File: config.mk
export PLATFORM = sky130hd
export DESIGN_NAME = ipr_resolver
export DESIGN_NICKNAME = d
export VERILOG_FILES = /design/src/ipr_pkg.sv /design/src/ipr_resolver.sv /design/src/ipr_group_level.sv /design/src/ipr_poll_pick.sv
export SDC_FILE = /design/constraint.sdc
export NUM_CORES = 1
export LEC_CHECK = 0
export BUFFER_PORTS_ARGS = -buffer_cell sky130_fd_sc_hd__buf_4
export CAP_MARGIN = 20
export CORE_MARGIN = 2
export CORE_UTILIZATION = 50
export DETAILED_ROUTE_END_ITERATION = 7
export HOLD_SLACK_MARGIN = 0.15
export PLACE_DENSITY = 0.79
export SLEW_MARGIN = 10
export SYNTH_ARGS = -nofsm -noshare
export SYNTH_HDL_FRONTEND = slang
export SYNTH_SLANG_ARGS = --single-unit
export TNS_END_PERCENT = 100
File: constraint.sdc
create_clock -name clk_sys -period 3.4 [get_ports clk_sys]
set_input_delay 0.17 -clock clk_sys [delete_from_list [all_inputs] [get_ports clk_sys]]
set_output_delay 0.17 -clock clk_sys [all_outputs]
set_load 0.01 [all_outputs]
File: src/ipr_pkg.sv
/*
 * Constants of the interrupt priority resolver: register offsets and
 * layouts, polling order, group map, vector table and response timing.
 * Assumes an 8-bit register port with byte-wide special function addresses.
 */
package ipr_pkg;

	localparam int IPR_NUM_SRC = 14;
	localparam int IPR_NUM_GRP = 6;
	localparam int IPR_SRC_W = 4;
	localparam int IPR_LVL_W = 2;
	localparam int IPR_NUM_LVL = 4;

	localparam logic [7:0] IPR_OFF_PRIO_LOW = 8'hA9;
	localparam logic [7:0] IPR_OFF_PRIO_HIGH = 8'hB9;
	localparam logic [7:0] IPR_OFF_SERVICE_STAT = 8'hF0;
	localparam logic [7:0] IPR_OFF_PENDING_LO = 8'hF1;
	localparam logic [7:0] IPR_OFF_PENDING_HI = 8'hF2;

	localparam logic [7:0] IPR_PRIO_RESET = 8'h00;
	localparam logic [7:0] IPR_PRIO_MASK = 8'h3F;
	localparam logic [7:0] IPR_READ_NONE = 8'h00;

	// Source index is the polling position, first polled at index 0
	localparam logic [2:0] IPR_SRC_GROUP [IPR_NUM_SRC] = '{
		3'h0, 3'h0, 3'h1, 3'h1, 3'h1, 3'h2, 3'h2,
		3'h2, 3'h3, 3'h3, 3'h4, 3'h4, 3'h5, 3'h5
	};

	localparam logic [15:0] IPR_SRC_VECTOR [IPR_NUM_SRC] = '{
		16'h0003, 16'h0043, 16'h000B, 16'h008B, 16'h004B, 16'h0013, 16'h0093,
		16'h0053, 16'h001B, 16'h005B, 16'h0023, 16'h0063, 16'h002B, 16'h006B
	};

	localparam int IPR_DETECT_MCYC = 1;
	localparam int IPR_CALL_MCYC = 6;

	typedef enum logic [1:0] {
		IPR_ST_IDLE,
		IPR_ST_DETECT,
		IPR_ST_CALL
	} ipr_state_e;

endpackage

File: src/ipr_resolver.sv
/*
 * Interrupt priority resolver: two priority select registers, group level
 * decode, polled arbitration, per-level nesting and vector call timing.
 * Assumes request flags and enables come from peripheral logic as levels,
 * and that the core pulses ret_from_irq when a service routine returns.
 */
// Design decision made here: the plain strobed port.
// What this block does
// - Six groups, one bit per select register
// - High and low bits give level 0..3
// - Bit 0: external 0, PWM
// - Bit 1: timer 0, watchdog, SPI
// - Bit 2: external 1, comparator, ADC
// - Bit 3: timer 1, keyboard interface
// - Bit 4: serial, low voltage detect
// - Bit 5: timer 2, IIC
// - Same-level simultaneous requests use fixed polling
// - Poll order ext0 first through IIC last
// - Equal or higher service blocks new request
// - Response takes at least seven machine cycles
// - Global enable gates all, then individual enables
`timescale 1ns/10ps
module ipr_resolver
	import ipr_pkg::*;
#(
	parameter int MACHINE_CYCLE_CLKS = 1
)
(
	input wire logic clk_sys,
	input wire logic rst,
	input wire logic [7:0] reg_addr,
	input wire logic [7:0] reg_wdata,
	input wire logic reg_wr,
	input wire logic reg_rd,
	output logic [7:0] reg_rdata,
	input wire logic [IPR_NUM_SRC-1:0] src_request,
	input wire logic [IPR_NUM_SRC-1:0] src_enable,
	input wire logic global_irq_enable,
	input wire logic ret_from_irq,
	output logic irq_take,
	output logic [15:0] irq_vector,
	output logic [IPR_SRC_W-1:0] irq_source,
	output logic [IPR_NUM_SRC-1:0] irq_ack,
	output logic service_busy,
	output logic [IPR_LVL_W-1:0] service_level
);

	localparam int DETECT_CLKS = IPR_DETECT_MCYC * MACHINE_CYCLE_CLKS;
	localparam int CALL_CLKS = IPR_CALL_MCYC * MACHINE_CYCLE_CLKS;
	localparam int CNT_W = $clog2(CALL_CLKS + DETECT_CLKS + 1) + 1;
	localparam logic [CNT_W-1:0] DETECT_LAST = CNT_W'(DETECT_CLKS - 1);
	localparam logic [CNT_W-1:0] CALL_LAST = CNT_W'(CALL_CLKS - 1);

	logic [7:0] prio_low_q;
	logic [7:0] prio_high_q;
	logic [7:0] reg_rdata_q;
	logic [7:0] reg_rdata_d;

	logic [IPR_NUM_GRP*IPR_LVL_W-1:0] grp_level;
	logic [IPR_NUM_SRC*IPR_LVL_W-1:0] src_level;

	logic [IPR_NUM_LVL-1:0] active_q;
	logic [IPR_NUM_LVL-1:0] active_d;
	logic cur_valid;
	logic [IPR_LVL_W-1:0] cur_level;

	logic [IPR_NUM_SRC-1:0] eligible;
	logic win_found;
	logic [IPR_SRC_W-1:0] win_idx;
	logic [IPR_LVL_W-1:0] win_level;

	ipr_state_e state_q;
	ipr_state_e state_d;
	logic [CNT_W-1:0] cnt_q;
	logic [CNT_W-1:0] cnt_d;
	logic [IPR_SRC_W-1:0] pend_idx_q;
	logic [IPR_LVL_W-1:0] pend_level_q;
	logic take_now;

	logic irq_take_q;
	logic [15:0] irq_vector_q;
	logic [IPR_SRC_W-1:0] irq_source_q;
	logic [IPR_NUM_SRC-1:0] irq_ack_q;

	// Priority select registers; only six group bits are stored
	always_ff @(posedge clk_sys) begin
		if (rst) begin
			prio_low_q <= IPR_PRIO_RESET;
			prio_high_q <= IPR_PRIO_RESET;
		end else if (reg_wr) begin
			if (reg_addr == IPR_OFF_PRIO_LOW) begin
				prio_low_q <= reg_wdata & IPR_PRIO_MASK;
			end
			if (reg_addr == IPR_OFF_PRIO_HIGH) begin
				prio_high_q <= reg_wdata & IPR_PRIO_MASK;
			end
		end
	end

	// Read mux; unmapped addresses answer zero
	always_comb begin
		reg_rdata_d = IPR_READ_NONE;
		case (reg_addr)
			IPR_OFF_PRIO_LOW: begin
				reg_rdata_d = prio_low_q & IPR_PRIO_MASK;
			end
			IPR_OFF_PRIO_HIGH: begin
				reg_rdata_d = prio_high_q & IPR_PRIO_MASK;
			end
			IPR_OFF_SERVICE_STAT: begin
				reg_rdata_d = {cur_valid, 3'h0, active_q};
			end
			IPR_OFF_PENDING_LO: begin
				reg_rdata_d = eligible[7:0];
			end
			IPR_OFF_PENDING_HI: begin
				reg_rdata_d = {2'h0, eligible[IPR_NUM_SRC-1:8]};
			end
			default: begin
				reg_rdata_d = IPR_READ_NONE;
			end
		endcase
	end

	// Data stands only in the cycle after the read strobe
	always_ff @(posedge clk_sys) begin
		if (rst) begin
			reg_rdata_q <= IPR_READ_NONE;
		end else if (reg_rd) begin
			reg_rdata_q <= reg_rdata_d;
		end else begin
			reg_rdata_q <= IPR_READ_NONE;
		end
	end

	assign reg_rdata = reg_rdata_q;

	// One level decoder per group
	for (genvar g = 0; g < IPR_NUM_GRP; g++) begin : g_grp
		ipr_group_level u_lvl (
			.sel_low(prio_low_q[g]),
			.sel_high(prio_high_q[g]),
			.level(grp_level[g*IPR_LVL_W +: IPR_LVL_W])
		);
	end

	// Each source inherits its group's level via the group map
	for (genvar s = 0; s < IPR_NUM_SRC; s++) begin : g_src
		assign src_level[s*IPR_LVL_W +: IPR_LVL_W] =
			grp_level[32'(IPR_SRC_GROUP[s])*IPR_LVL_W +: IPR_LVL_W];
	end

	// Highest level now in service
	always_comb begin
		cur_valid = 1'b0;
		cur_level = '0;
		for (int l = 0; l < IPR_NUM_LVL; l++) begin
			if (active_q[l]) begin
				cur_valid = 1'b1;
				cur_level = IPR_LVL_W'(l);
			end
		end
	end

	// Eligibility: global gate, own enable, and strictly above service level
	always_comb begin
		for (int s = 0; s < IPR_NUM_SRC; s++) begin
			eligible[s] = global_irq_enable && src_enable[s] && src_request[s] &&
				(!cur_valid ||
				src_level[s*IPR_LVL_W +: IPR_LVL_W] > cur_level);
		end
	end

	ipr_poll_pick #(
		.N(IPR_NUM_SRC)
	) u_pick (
		.eligible(eligible),
		.src_level(src_level),
		.found(win_found),
		.win_idx(win_idx),
		.win_level(win_level)
	);

	// Detect, then long call, then vector; never shorter than seven cycles
	always_comb begin
		state_d = state_q;
		cnt_d = cnt_q;
		take_now = 1'b0;
		case (state_q)
			IPR_ST_IDLE: begin
				cnt_d = '0;
				if (win_found) begin
					state_d = IPR_ST_DETECT;
				end
			end
			IPR_ST_DETECT: begin
				if (cnt_q == DETECT_LAST) begin
					cnt_d = '0;
					state_d = IPR_ST_CALL;
				end else begin
					cnt_d = cnt_q + CNT_W'(1);
				end
			end
			IPR_ST_CALL: begin
				if (cnt_q == CALL_LAST) begin
					cnt_d = '0;
					take_now = 1'b1;
					state_d = IPR_ST_IDLE;
				end else begin
					cnt_d = cnt_q + CNT_W'(1);
				end
			end
			default: begin
				cnt_d = '0;
				state_d = IPR_ST_IDLE;
			end
		endcase
	end

	always_ff @(posedge clk_sys) begin
		if (rst) begin
			state_q <= IPR_ST_IDLE;
			cnt_q <= '0;
		end else begin
			state_q <= state_d;
			cnt_q <= cnt_d;
		end
	end

	// Winner latched at detection; once the call starts it is committed
	always_ff @(posedge clk_sys) begin
		if (rst) begin
			pend_idx_q <= '0;
			pend_level_q <= '0;
		end else if (state_q == IPR_ST_IDLE && win_found) begin
			pend_idx_q <= win_idx;
			pend_level_q <= win_level;
		end
	end

	// Nesting stack as one bit per level; return clears the highest
	always_comb begin
		active_d = active_q;
		if (ret_from_irq && cur_valid) begin
			active_d[cur_level] = 1'b0;
		end
		if (take_now) begin
			active_d[pend_level_q] = 1'b1;
		end
	end

	always_ff @(posedge clk_sys) begin
		if (rst) begin
			active_q <= '0;
		end else begin
			active_q <= active_d;
		end
	end

	// Vector hand-off to the core and acknowledge to the winning source
	always_ff @(posedge clk_sys) begin
		if (rst) begin
			irq_take_q <= 1'b0;
			irq_vector_q <= '0;
			irq_source_q <= '0;
			irq_ack_q <= '0;
		end else begin
			irq_take_q <= take_now;
			irq_ack_q <= '0;
			if (take_now) begin
				irq_vector_q <= IPR_SRC_VECTOR[pend_idx_q];
				irq_source_q <= pend_idx_q;
				irq_ack_q[pend_idx_q] <= 1'b1;
			end
		end
	end

	assign irq_take = irq_take_q;
	assign irq_vector = irq_vector_q;
	assign irq_source = irq_source_q;
	assign irq_ack = irq_ack_q;
	assign service_busy = cur_valid;
	assign service_level = cur_level;

endmodule

File: src/ipr_group_level.sv
/*
 * Decodes one group's priority level from its pair of select bits.
 * Assumes both select bits come straight from the priority registers.
 */
`timescale 1ns/10ps
module ipr_group_level
	import ipr_pkg::*;
(
	input wire logic sel_low,
	input wire logic sel_high,
	output logic [IPR_LVL_W-1:0] level
);

	// High select is the upper level bit, low select the lower
	assign level = {sel_high, sel_low};

endmodule

File: src/ipr_poll_pick.sv
/*
 * Picks the winning request: highest level first, then polling order.
 * Assumes request index equals polling position.
 */
`timescale 1ns/10ps
module ipr_poll_pick
	import ipr_pkg::*;
#(
	parameter int N = IPR_NUM_SRC
)
(
	input wire logic [N-1:0] eligible,
	input wire logic [N*IPR_LVL_W-1:0] src_level,
	output logic found,
	output logic [IPR_SRC_W-1:0] win_idx,
	output logic [IPR_LVL_W-1:0] win_level
);

	always_comb begin
		found = 1'b0;
		win_idx = '0;
		win_level = '0;
		// Scan levels high to low; within a level the lowest index wins
		for (int l = IPR_NUM_LVL - 1; l >= 0; l--) begin
			for (int i = 0; i < N; i++) begin
				if (!found && eligible[i] &&
					src_level[i*IPR_LVL_W +: IPR_LVL_W] == IPR_LVL_W'(l)) begin
					found = 1'b1;
					win_idx = IPR_SRC_W'(i);
					win_level = IPR_LVL_W'(l);
				end
			end
		end
	end

endmodule

# After elaboration in Yosys (flattened, before gate mapping)
# Memory sizes are Yosys's and may differ from the RTL's. A register that Yosys moved wholly into a read port is not among the register bits.
# Index checks and enable logic that the tools add are counted.
[totals]
ff_bits = 55
mem_bits_ro = 256
mem_count = 1
[classes]
addsub = 1
magnitude_cmp = 12
n_eq_ne = 29
muxes = 192
n_bitwise = 6
n_reduce_logical = 233
[mem_list]
columns = ["memory", "words", "width", "read_ports", "rd_ports_with_merged_regs", "wr", "line_no", "rtl"]
rows = [
  ["(name not given)", 16, 16, 1, 1, 0, "ipr_resolver.sv:271", "irq_vector_q <= IPR_SRC_VECTOR[pend_idx_q];"],
]
[ops]
columns = ["cell", "count"]
rows = [
  ["$mux W4", 52],
  ["$logic_and A1 B1 Y1", 158],
  ["$mux W2", 63],
  ["$mux W1", 67],
  ["$logic_not A1 Y1", 56],
  ["$eq A8 B8 Y1 const B", 5],
  ["$pmux W8 S5", 1],
  ["$eq A2 B2 Y1 const B", 13],
  ["$eq A2 B1 Y1 const B", 7],
  ["$logic_not A2 Y1", 7],
  ["$gt A2 B2 Y1", 6],
  ["$mux W3", 4],
  ["$pmux W4 S2", 1],
  ["$logic_or A1 B1 Y1", 6],
  ["$lt A2 B3 Y1 const B", 2],
  ["$ne A2 B2 Y1 const B", 3],
  ["$pmux W2 S3", 1],
  ["$lt A4 B5 Y1 const B", 1],
  ["$not A4 Y5", 1],
  ["$add A4 B1 Y4 const B", 1],
  ["$and A4 B4 Y4", 1],
  ["$demux W1 S2", 2],
  ["$demux W1 S4", 1],
  ["$eq A4 B3 Y1 const B", 1],
  ["other kinds (9)", 13],
]

# Depth between registers and ports, before layout
# Gate-level depths: netlist (run 1).
[logic_depth]
depth_word = 231
ltp_mapped = 14

# Cells and area by module
# From an unflattened synthesis (run 1), not the netlist that was laid out.
[unflattened]
cells_unflattened = 576
hier_area_um2 = 4429.2
[modules_own_cells]
columns = ["module", "n_inst", "cells_each", "area_each_um2", "seq_area_each_um2"]
rows = [
  ["ipr_resolver", 1, 360, 3047.9, 1221.2],
  ["ipr_poll_pick", 1, 204, 1291.2, 0.0],
  ["ipr_group_level", 6, 2, 15.0, 0.0],
]

# Worst setup path before layout (run 1)
# OpenSTA, ideal clock, no wires.
[synth_path]
path_type = "register to register"
start = "register active_q[3]"
end = "register pend_idx_q[1]"
setup_ns = 0.088
t_arrival_ns = 3.135
required_ns = 3.312
slack_ns = 0.177
stages_incl_launch_ff = 13
n_path_buf = 1
synth_period_minus_slack_ns = 3.223
cell_sequence = "dfxtp_1 > nor2_1 > ha_1 > nor2b_1 > o211ai_1 > a211oi_1 > a31o_2 > nand3b_1 > buf_4 > o41ai_2 > a2111oi_2 > o311a_1 > a311oi_2"
[synth_via]
elab_chain_cells = 227
elab_cells_between_ends = 306
classes_between = "order compare (6); mux (112); reduce/logical (188)"
[synth_rtl]
columns = ["element", "line_no", "rtl"]
rows = [
  ["start: declaration", "ipr_resolver.sv:62", "logic [IPR_NUM_LVL-1:0] active_q;"],
  ["start signal: assignment", "ipr_resolver.sv:256", "active_q <= active_d;"],
  ["$mux W2 / $mux W1 (equally long branches)", "ipr_resolver.sv:158", "if (active_q[l]) begin"],
  ["$gt A2 B2 Y1 / $logic_not A1 Y1 (equally long branches)", "ipr_resolver.sv:170, ipr_resolver.sv:169", ""],
  ["$logic_or A1 B1 Y1", "ipr_resolver.sv:169", "(!cur_valid ||"],
  ["$logic_and A1 B1 Y1", "ipr_resolver.sv:168", "eligible[s] = global_irq_enable && src_enable[s] && src_request[s] &&"],
  ["$logic_and A1 B1 Y1", "ipr_poll_pick.sv:26", "if (!found && eligible[i] &&"],
  ["$mux W1", "ipr_poll_pick.sv:26", ""],
  ["$logic_not A1 Y1", "ipr_poll_pick.sv:26", ""],
  ["$logic_and A1 B1 Y1 (2 in a row)", "ipr_poll_pick.sv:26", ""],
  ["[208 not listed]", "n/a", ""],
  ["$mux W1", "ipr_poll_pick.sv:26", ""],
  ["$logic_not A1 Y1", "ipr_poll_pick.sv:26", ""],
  ["$logic_and A1 B1 Y1 (2 in a row)", "ipr_poll_pick.sv:26", ""],
  ["$mux W1", "ipr_poll_pick.sv:26", ""],
  ["$logic_not A1 Y1", "ipr_poll_pick.sv:26", ""],
  ["$logic_and A1 B1 Y1 (2 in a row)", "ipr_poll_pick.sv:26", ""],
  ["$mux W1", "ipr_poll_pick.sv:26", ""],
  ["$logic_and A1 B1 Y1", "ipr_resolver.sv:235", "end else if (state_q == IPR_ST_IDLE && win_found) begin"],
  ["end signal: assignment", "ipr_resolver.sv:236", "pend_idx_q <= win_idx;"],
  ["end: declaration", "ipr_resolver.sv:76", "logic [IPR_SRC_W-1:0] pend_idx_q;"],
]
# Parallel ways exist; a longest one is shown, timed or not.
# A chain may end at the register's enable or synchronous reset.

# Worst setup path after layout (run 1)
[layout_path]
start = "register active_q[3]"
end = "register pend_idx_q[0]"
# The elaborated chain is that of the path after synthesis.

==> results of run 1 <==
==> cells by family after synthesis <==
kind of cell | count (synthesis)
adder cells (fa/ha/maj) | 22
other | 1
buffers and inverters | 59
AND/OR/NAND/NOR | 251
flip-flops | 61
multiplexers | 3
XOR/XNOR | 3
AO/OA/AOI/OAI | 156
==> per-layer routing <==
| layer | GRT usage (%) | share of wire (%) |
|---|---|---|
| met1 | 39.3 | 41 |
| met2 | 49.6 | 47 |
| met3 | 5.32 | 8.8 |
| met4 | 10.0 | 2.7 |
| met5 | 0 | 0 |
==> timing repair <==
item,4_1_cts,5_1_grt
buffers inserted,1,7
endpoints found under the setup margin,4,7
gates resized for setup,4,23
gates cloned,0,0
pin swaps,1,13
hold endpoints to repair,14,0
hold buffers,10,0
==> cells in the mapped netlist, drive strengths merged (2+ instances only) <==
cell type  count  area share [%]
nand4          8             1.1
a2111oi        6             1.7
a21boi         4            0.69
nand3         30             3.6
nand3b         3            0.52
o22ai          3            0.43
nor3           8             1.2
a31oi          6             1.2
buf           18             3.2
or3            3            0.43
a221o          2            0.46
xor2           2            0.40
o32ai          5             1.0
nor4           9             2.1
a211oi        11             2.0
and3           3            0.43
o21bai         3            0.52
inv           22             1.9
nand2         80             7.1
mux2i          2            0.46
clkbuf        19             1.7
dfxtp         61              28
a22oi         10             1.8
o311a          2            0.46
a222oi         6             1.4
a21o           2            0.34
nor2          56             4.8
a21bo          2            0.46
nor2b          9             1.3
nor4b          6             1.2
a311oi         6             1.5
or2            2            0.29
nor3b          3            0.63
o41ai          2            0.57
and4           3            0.60
ha            22             6.3
a32oi          5             1.0
a221oi         2            0.69
a22o           2            0.40
nand2b         6            0.86
o21ai          6            0.69
and2          17             2.4
a21oi         50             6.2
o211ai         8             1.5
==> worst max-delay path, delay by kind of cell, from the launching register on <==
family	cells	cell delay (ns)
DFF	1	0.35
buffers and inverters	4	0.59
adders and majority gates	1	0.24
and+or+nand+nor	5	1.07
AOI/OAI and AO/OA	5	0.96
==> final cells by class <==
type | instances | area (sq um) | area share [%]
inverter | 22 | 82.6 | 1.41
clock buffer | 12 | 145 | 2.49
sequential | 61 | 1220 | 21.0
timing repair buffer | 156 | 1220 | 20.8
clock inverter | 4 | 32.5 | 0.557
tap | 108 | 135 | 2.31
multi-input combinational | 444 | 3000 | 51.4
==> how the worst max path moves through the flow <==
stage | slack [ns] | from | to | depth (start not counted)
after global routing | -0.04 | active_q[3]$_SDFF_PP0_ | state_q[1]$_SDFFE_PP0P_ | 17
final | 0.11 | active_q[3]$_SDFF_PP0_ | pend_idx_q[0]$_SDFFE_PP0P_ | 15
after detailed placement | -0.03 | active_q[2]$_SDFF_PP0_ | pend_idx_q[0]$_SDFFE_PP0P_ | 14
after CTS | 0.01 | active_q[2]$_SDFF_PP0_ | pend_idx_q[1]$_SDFFE_PP0P_ | 13
after floorplan | 0.18 | active_q[3]$_SDFF_PP0_ | pend_idx_q[1]$_SDFFE_PP0P_ | 12
after global placement | -0.02 | active_q[2]$_SDFF_PP0_ | pend_idx_q[0]$_SDFFE_PP0P_ | 12
==> power by group <==
| part | leakage [uW] | switching, uW | total (uW) | internal, uW |
|---|---|---|---|---|
| clock | 0.0000832 | 323 | 612 | 289 |
| sequential | 0.000494 | 38.3 | 772 | 733 |
| combinational | 0.00179 | 194 | 363 | 169 |
==> flip-flops by register name, indices dropped and copies added (netlist names) <==
name,count
irq_ack,14
reg_rdata,8
irq_vector,6
prio_high_q,6
prio_low_q,6
active_q,4
cnt_q,4
irq_source,4
pend_idx_q,4
pend_level_q,2
state_q,2
irq_take,1
==> stage by stage <==
stage / utilization (%) / power [uW] / setup WS (ns) / instance area [sq um]
2_1_floorplan: - / 991 / 0.177 / 4400
3_3_place_gp: 62.4 / 1110 / -0.0231 / 5370
3_5_place_dp: 62.4 / 1120 / -0.0259 / 5370
4_1_cts: 66.0 / 1730 / 0.00951 / 5670
5_1_grt: 68.0 / 1820 / -0.0382 / 5840
6_report: 68.0 / 1750 / 0.111 / 5840
==> results.md, run 1 <==
* Outcome: finished clean
* Top FF cell, synth: dfxtp_1
* HP Class: primary input to register
* Crit path DAT at 3.55 ns
* Routed via count at 4838
* Async set-reset flop share out of synthesis at 0%
* Dpl hpwl at 11.0 mm
* GRT Residual Overflow at 0
* Seq/Total Area, Yosys at 28.0%
* Die area at 9490 sq um
* Simple-Gate Fraction of Synth Area at 29.7%
* Max Cap Violations at 0
* Placer Congestion at 0.916
* Max IR drop VDD at 0.162 mV
* CTS tree: yes
* Via density at 6.00
* Fmax achieved at 304 MHz
* Initial Util at about half
* Root buf cell: clkbuf_8
* Final setup viols at 0
* Worst reg2reg setup slack at about 0.11 ns
* Netlist Area Pre-Place at 4370 sq um
* Largest family of logic cells by synthesized area: simple AND/OR/NAND/NOR gates
* Tmin final at 3.29 ns
* Largest net degree at the start of global routing at 38
* Post-synthesis area per instance at 7.85 sq um
* Share of cells above drive strength 1 at 30.0%
* Buffers on Ports at 84
* Non-filler cells, final at 807
* Commonest non-fill, non-tap cells in the layout: 143 x buf_4, 77 x nand2_1, 59 x dfxtp_1
* Fillers at 728
* Final period util at 96.7%
* Netlist cell types at 86
* Cell row count at 34
* LEAKAGE at ~0.0024 uW
* CP Max Fanout at 6
* Kind of critical path: register to register
* Layout Skew at 0.00787 ns
* Cell Chain, Critical Path: nor2_2, buf_6, ha_1, nor2b_2, o211ai_1, buf_4, buf_4, o22ai_1, nor3_2, buf_4, nand2_2, nor4_4, a32oi_2, o311a_1, a221oi_2
* First-pass GRT wire length at 23.0 mm
* Synth Area in XOR/XNOR at 0.602%
* Worst setup SP type: register
* Hold Crit Depth at 3
* Final Hold Violating Endpoints at 0
* N_diodes at 0
* Worst Tran Pin Value at 0.747 ns
* Clock latency on the worst-skew pair at 0.35 ns
* FF+latch count, synth at 61
* Post-synthesis mux area share at less than 1%
* Sum Neg Setup Slack at 0 ns
* Placed cells at 773
* DRC viols at 0
* Clock sinks at 61
* Crit path required time at 3.66 ns
* Commonest non-fill, non-tap cell in the layout: buf_4
* CTS max path bufs at 2
* CTS H-tree lvls at 3
* Vias in the first global route at 4629
* Syn Inst Count at approximately 560
* Hold_ws at 0.160 ns
* HP Start: reg_wr
* Cell Pwr Density at between 200 and 300 nW/um^2
* Synth warn at 0
* Io pins at 96
* Die Y at between 90 and 100 microns
* Adder-cell area share of the yosys netlist at 6.31%
* Reg clk slew, reported paths at 0.08 ns
* Headroom to the max-slew limit at around half
* GRT Resource Usage Total at ~30%
* End of the worst hold path: prio_low_q[3]$_SDFFE_PP0P_
* Worst R2R Path Depth at 15
* NumNets Final at around 770
* Antenna violations before repair at 0
* Slowest CP cell: nor4_4
* Most frequent CP cell: buf_4
* Starting DRT DRC Count at 375
* Number of flops mapped to enable cells by yosys at 0
* Die Span X at 97.4 microns
* Area delta synth->final at 33.8%
* Post-DRT Antenna Nets at 0
* FF-to-FF Start: active_q[3]$_SDFF_PP0_
* Mean routed wirelength per cell at 17.9 microns
* CTS Buf Count at 9
* Worst Setup End Kind: register
* FF-to-FF End: pend_idx_q[0]$_SDFFE_PP0P_
* Core outline area at 8590 sq um
* Max-slew violations at 0
* DRT Wirelength at ~14 mm
* Compound-gate portion of the synthesized area at between 20% and 30%
* Max stage delay on crit path at 0.41 ns
* Router iterations before antenna repair at 7
No activity file was read; power rests on OpenSTA's default activity.
==> inputs of run 2 (changes only) <==
- CAP_MARGIN: 20 -> 5
- GPL_TIMING_DRIVEN: default -> 0
- TNS_END_PERCENT: 100 -> default
==> results.md, run 2 (synthesized netlist as in run 1, its figures left out) <==
* Outcome: finished, violations left
* Violated checks: negative setup slack
* Core outline area at 8590 sq um (unchanged)
* Max Cap Violations at 0 (unchanged)
* Fmax achieved at 288 MHz (-5.3%)
* HP Class: primary input to register
* Root buf cell: clkbuf_8
* Clk pwr share at 34.6% (-0.4 points)
* Max IR drop VDD at 0.197 mV (+21%)
* DRT Wirelength at 15.2 mm (+5.4%)
* Clock latency on the worst-skew pair at 0.34 ns (about the same)
* GRT Resource Usage Total at 29.7% (-0.18 points)
* Tmin final at 3.47 ns (+0.184 ns)
* Clock sinks at 61 (unchanged)
* Headroom to the max-slew limit at 54.5% (+4.5 points)
* Buffers on Ports at 83 (-1.2%)
* Largest register FFs at 14 (unchanged)
* First-pass GRT wire length at 23.1 mm (+0.21%)
* Final Hold Violating Endpoints at 0 (unchanged)
* Crit path required time at 3.65 ns (about the same)
* Cell Pwr Density at 289 nW/um^2 (-3.4%)
* Antenna violations before repair at 0 (unchanged)
* LEAKAGE at 0.00247 uW (+4.2%)
* DR top layer: met4
* Pint at 1200 uW (+0.83%)
* Share of cells above drive strength 1 at 32.4% (+2.3 points)
* Post-Layout Inst Area at 6180 sq um (+5.8%)
* CTS max path bufs at 2 (unchanged)
* Commonest non-fill, non-tap cell in the layout: buf_4
* Switch share at 32.7% (+0.92 points)
* Worst Setup End Kind: register
* Seq pwr share at 42.5% (-1.7 points)
* Commonest non-fill, non-tap cells in the layout: 137 x buf_4, 77 x nand2_1, 56 x dfxtp_1
* Routed via count at 5055 (+4.5%)
* Crit path from: active_q[3]$_SDFF_PP0_
* Area occupied by multi-input gates at 3230 sq um (+7.4%)
* Met2 wire len at 7.12 mm (+4.7%)
* M1 WL at 6.20 mm (+3.9%)
* CTS tree: yes
* Die area at 9490 sq um (unchanged)
* Post-DRT Antenna Nets at 0 (unchanged)
* Worst setup margin at -0.0734 ns (-0.184 ns)
* RSZ-0062 raised after global routing: yes
* Switch Pwr at 584 uW (+5.2%)
* CP Max Fanout at 7 (+1)
* Via density at 6.13 (+2.2%)
* Cell row count at 34 (unchanged)
* Dpl cell area at 5150 sq um (-3.9%)
* FF-to-FF Start: active_q[3]$_SDFF_PP0_
* Worst setup SP type: register
* Die Y at 97.4 microns (unchanged)
* Starting DRT DRC Count at 517 (+38%)
* DRC viols at 0 (unchanged)
* HP Start: reg_addr[3]
* Mean routed wirelength per cell at 18.4 microns (+3.1%)
* Power share of the combinational group at 22.9% (+2.1 points)
* N_diodes at 0 (unchanged)
* Vias in the first global route at 4618 (-0.24%)
* CTS Buf Count at 9 (unchanged)
* GRT Residual Overflow at 0 (unchanged)
* CTS H-tree lvls at 3 (unchanged)
* Worst Tran Pin Value at 0.677 ns (-0.0698 ns)
* Final core occ at 71.9% (+3.9 points)
* Io pins at 96 (unchanged)
* Dpl hpwl at 11.0 mm (about the same)
* NumNets Final at 784 (+2.3%)
* Final setup viols at 3 (+3)
* Crit path DAT at 3.73 ns (+0.18 ns)
* Router iterations before antenna repair at 5 (-2)
* Fillers at 709 (-2.6%)
* Reg clk slew, reported paths at 0.08 ns (about the same)
* Largest net degree at the start of global routing at 13 (-66%)
* Placer Congestion at 0.974 (+6.4%)
* Final period util at 102% (+5.4 points)
* Area delta synth->final at 41.5%
* Die Span X at 97.4 microns (unchanged)
* Initial Util at 50.8% (unchanged)
* Register area at 1230 sq um (+0.72%)
* Max-slew violations at 0 (unchanged)
* Layout Skew at 0.00901 ns (+0.00114 ns)
* Kind of critical path: register to register
* Met3 WL at 1.45 mm (+14%)
-- run 2: critical path, cell delays in order (launching register included) --
cell and delay, ns:
dfxtp_4 0.38, nor2_4 0.28, buf_6 0.15, ha_4 0.19, nor2b_4 0.12, o211ai_1 0.36, a21oi_4 0.16, a32oi_2 0.27
nand3b_1 0.20, buf_6 0.20, clkbuf_2 0.15, buf_4 0.15, buf_4 0.13, a311oi_4 0.31, a2111oi_2 0.10, a221oi_2 0.24
-- run 2: power by group through the flow --
stage / registers [uW] / clock network (uW) / logic [uW]
floorplan: 768 / 0 / 223
global placement: 775 / 0 / 331
detailed placement: 776 / 0 / 338
CTS: 760 / 624 / 359
global route: 761 / 655 / 441
finish: 758 / 618 / 410
-- run 2: layout make-up --
type / count / share of cell area [%]
plain buffers: 34 / 3.48
inverters: 22 / 1.34
multi-input cells: 444 / 52.2
repair buffers: 140 / 17.9
clock buffers: 10 / 2.23
clock inverters: 6 / 0.729
flip-flops and latches: 61 / 19.9
well taps: 108 / 2.19
-- run 2: final timing paths --
path                                 to  slack, ns  cells past startpoint
max reg2reg  pend_idx_q[0]$_SDFFE_PP0P_      -0.07                     15
min reg2reg  irq_vector[3]$_SDFFE_PP0P_       0.46                      2
min             reg_rdata[7]$_SDFF_PP0_       0.16                      3
max          pend_idx_q[0]$_SDFFE_PP0P_      -0.07                     15
-- run 2: stage by stage --
| step | setup WS [ns] | power (uW) | hold WS [ns] | instances | setup TNS, ns |
|---|---|---|---|---|---|
| floorplan | 0.177 | 991 | 0.298 | 564 | 0 |
| global placement | -0.749 | 1110 | 0.444 | 755 | -4.52 |
| detailed placement | -0.775 | 1110 | 0.445 | 755 | -4.88 |
| CTS | 0.00471 | 1740 | 0.153 | 784 | 0 |
| global route | -0.188 | 1860 | 0.159 | 825 | -0.668 |
| finish | -0.0734 | 1790 | 0.156 | 825 | -0.0905 |
-- run 2: timing repair --
item,CTS,global route
pin swaps,8,35
endpoints found under the setup margin,8,7
hold endpoints to repair,14,0
hold buffers,9,0
buffers inserted,6,41
gates cloned,0,1
resized for setup,23,40
-- run 2: per-layer routing --
layer / GRT usage (%) / up-vias
li1: - / 2359
met1: 39.7 / 2374
met2: 49.6 / 278
met3: 5.61 / 44
met4: 7.37 / 0
met5: 0 / -
==> inputs of run 3 (changes only) <==
- CORE_UTILIZATION: 50 -> 25
- PLACE_DENSITY: 0.79 -> 0.46
==> results.md, run 3 (synthesized netlist as in run 1, its figures left out) <==
* Outcome: finished clean
* Starting DRT DRC Count at 373 (-28%)
* RSZ-0062 raised after global routing: yes
* Final Hold Violating Endpoints at 0 (unchanged)
* Crit path DAT at 3.53 ns (-0.20 ns)
* Worst Setup End Kind: register
* Kind of critical path: register to register
* GRT Residual Overflow at 0 (unchanged)
* Io pins at 96 (unchanged)
* CP Max Fanout at 7 (unchanged)
* Sum Neg Setup Slack at 0 ns (+0.0905 ns)
* Core outline area at 17200 sq um (+100%)
* Largest net degree at the start of global routing at 13 (unchanged)
* Clock sinks at 61 (unchanged)
* DRC viols at 0 (unchanged)
* CTS tree: yes
* Cell Pwr Density at 326 nW/um^2 (+13%)
* Max IR drop VDD at 0.230 mV (+17%)
* Seq pwr share at 35.8% (-6.7 points)
* Largest register FFs at 14 (unchanged)
* N_diodes at 0 (unchanged)
* Dpl cell area at 5300 sq um (+2.8%)
* Place WS at -0.794 ns (-0.0187 ns)
* Fillers at 1809 (+160%)
* DRT Wirelength at 16.5 mm (+8.5%)
* Post-Layout Inst Area at 6520 sq um (+5.5%)
* Worst setup margin at 0.0755 ns (+0.149 ns)
* Post-DRT Antenna Nets at 0 (unchanged)
* Fmax achieved at 301 MHz (+4.5%)
* Tmin final at 3.32 ns (-0.149 ns)
* First-pass GRT wire length at 24.5 mm (+6.5%)
* Max Cap Violations at 0 (unchanged)
* NumNets Final at 785 (+0.13%)
* Initial Util at 25.4% (-25 points)
* Commonest non-fill, non-tap cell in the layout: buf_4
* Cell row count at 48 (+41%)
* Power share of the combinational group at 20.1% (-2.8 points)
* Die Y at 136 microns (+40%)
* Clk pwr share at 44.1% (+9.5 points)
* HP Class: primary input to register
* LEAKAGE at 0.00254 uW (+2.9%)
* Headroom to the max-slew limit at 49.8% (-4.7 points)
* Reg clk slew, reported paths at 0.06 ns (-0.02 ns)
* Switch Pwr at 632 uW (+8.1%)
* Vias in the first global route at 4556 (-1.3%)
* Buffers on Ports at 83 (unchanged)
* Layout Skew at 0.0112 ns (+0.00216 ns)
* Register area at 1230 sq um (unchanged)
* Final core occ at 37.9% (-34 points)
* Switch share at 29.7% (-3.0 points)
* Die Span X at 136 microns (+40%)
* GRT Resource Usage Total at 17.1% (-13 points)
* Placer Congestion at 0.886 (-9.1%)
* Share of cells above drive strength 1 at 33.0% (+0.65 points)
* CTS Buf Count at 9 (unchanged)
* Worst Tran Pin Value at 0.747 ns (+0.0703 ns)
* Final period util at 97.8% (-4.4 points)
* Max-slew violations at 0 (unchanged)
* Commonest non-fill, non-tap cells in the layout: 134 x buf_4, 77 x nand2_1, 56 x dfxtp_1
* Routed via count at 4925 (-2.6%)
* Worst setup SP type: register
* CTS H-tree lvls at 3 (unchanged)
* Root buf cell: clkbuf_16
* Via density at 5.22 (-15%)
* Area occupied by multi-input gates at 3260 sq um (+1.2%)
* Crit path required time at 3.60 ns (-0.05 ns)
* Mean routed wirelength per cell at 17.5 microns (-5.1%)
* CTS max path bufs at 2 (unchanged)
* Die area at 18500 sq um (+95%)
* Dpl hpwl at 12.4 mm (+13%)
* Final setup viols at 0 (-3)
* Final total power at 2130 uW (+19%)
* Area delta synth->final at 49.3%
* Clock latency on the worst-skew pair at 0.34 ns (about the same)
* Pint at 1490 uW (+24%)
* Antenna violations before repair at 0 (unchanged)
* Router iterations before antenna repair at 5 (unchanged)
## run 3: cell types whose count changed in the layout (fill, tap and decap cells not counted), moves of 3 or more
cell       change
clkbuf_16      +8
buf_12         +3
buf_4          -3
clkbuf_8      -10
## run 3: layer usage
layer | GRT usage, % | up-vias | part of all wire [%]
met3 | 2.61 | 40 | 6.6
met5 | 0 | - | 0
met4 | 6.71 | 0 | 3.4
met2 | 28.4 | 214 | 47
met1 | 22.0 | 2312 | 43
li1 | - | 2359 | -
## run 3: repair_timing
| item | 4_1_cts | 5_1_grt |
|---|---|---|
| resized for setup | 28 | 50 |
| hold buffers | 9 | 0 |
| buffers inserted | 21 | 27 |
| pin swaps | 15 | 38 |
| setup endpoints to repair | 8 | 7 |
| endpoints found under the hold margin | 13 | 0 |
## run 3: final cells by class
cell class                 instances  area share, %
multi-input combinational        444           50.1
tap                              225           4.32
clock buffer                       9           3.46
clock inverter                     7           1.15
timing repair buffer             140           17.4
inverter                          22           1.27
buffer                            35           3.38
sequential                        61           18.9
## run 3: power by group through the flow
stage	Clock (uW)	Sequential, uW	Combinational, uW
CTS	954	761	388
global placement	0	776	344
floorplan	0	768	223
global route	991	764	463
detailed placement	0	777	347
finish	938	761	428
## run 3: path summary, 6_finish.rpt
check / startpoint / endpoint / slack [ns] / cells past startpoint
worst max-delay path: active_q[3]$_SDFF_PP0_ / pend_idx_q[1]$_SDFFE_PP0P_ / 0.08 / 14
worst min-delay path: reg_addr[2] / reg_rdata[7]$_SDFF_PP0_ / 0.17 / 3
worst max register to register: active_q[3]$_SDFF_PP0_ / pend_idx_q[1]$_SDFFE_PP0P_ / 0.08 / 14
worst min register to register: irq_source[0]$_SDFFE_PP0P_ / irq_source[0]$_SDFFE_PP0P_ / 0.45 / 2
## run 3: per-stage QoR
| stage | hold slack [ns] | instances |
|---|---|---|
| CTS | 0.156 | 917 |
| global placement | 0.447 | 872 |
| global route | 0.170 | 943 |
| floorplan | 0.298 | 564 |
| finish | 0.168 | 943 |
| detailed placement | 0.449 | 872 |
## run 3: critical path: stages (launching register included)
cell       delay (ns)
dfxtp_4          0.37
buf_12           0.13
a21o_4           0.22
ha_1             0.21
nor2b_1          0.19
o211ai_4         0.17
a2111oi_4        0.58
a221oi_2         0.10
nand2_2          0.15
buf_12           0.13
nor3_4           0.04
buf_4            0.14
a2111oi_4        0.41
o311a_1          0.26
a311oi_2         0.09
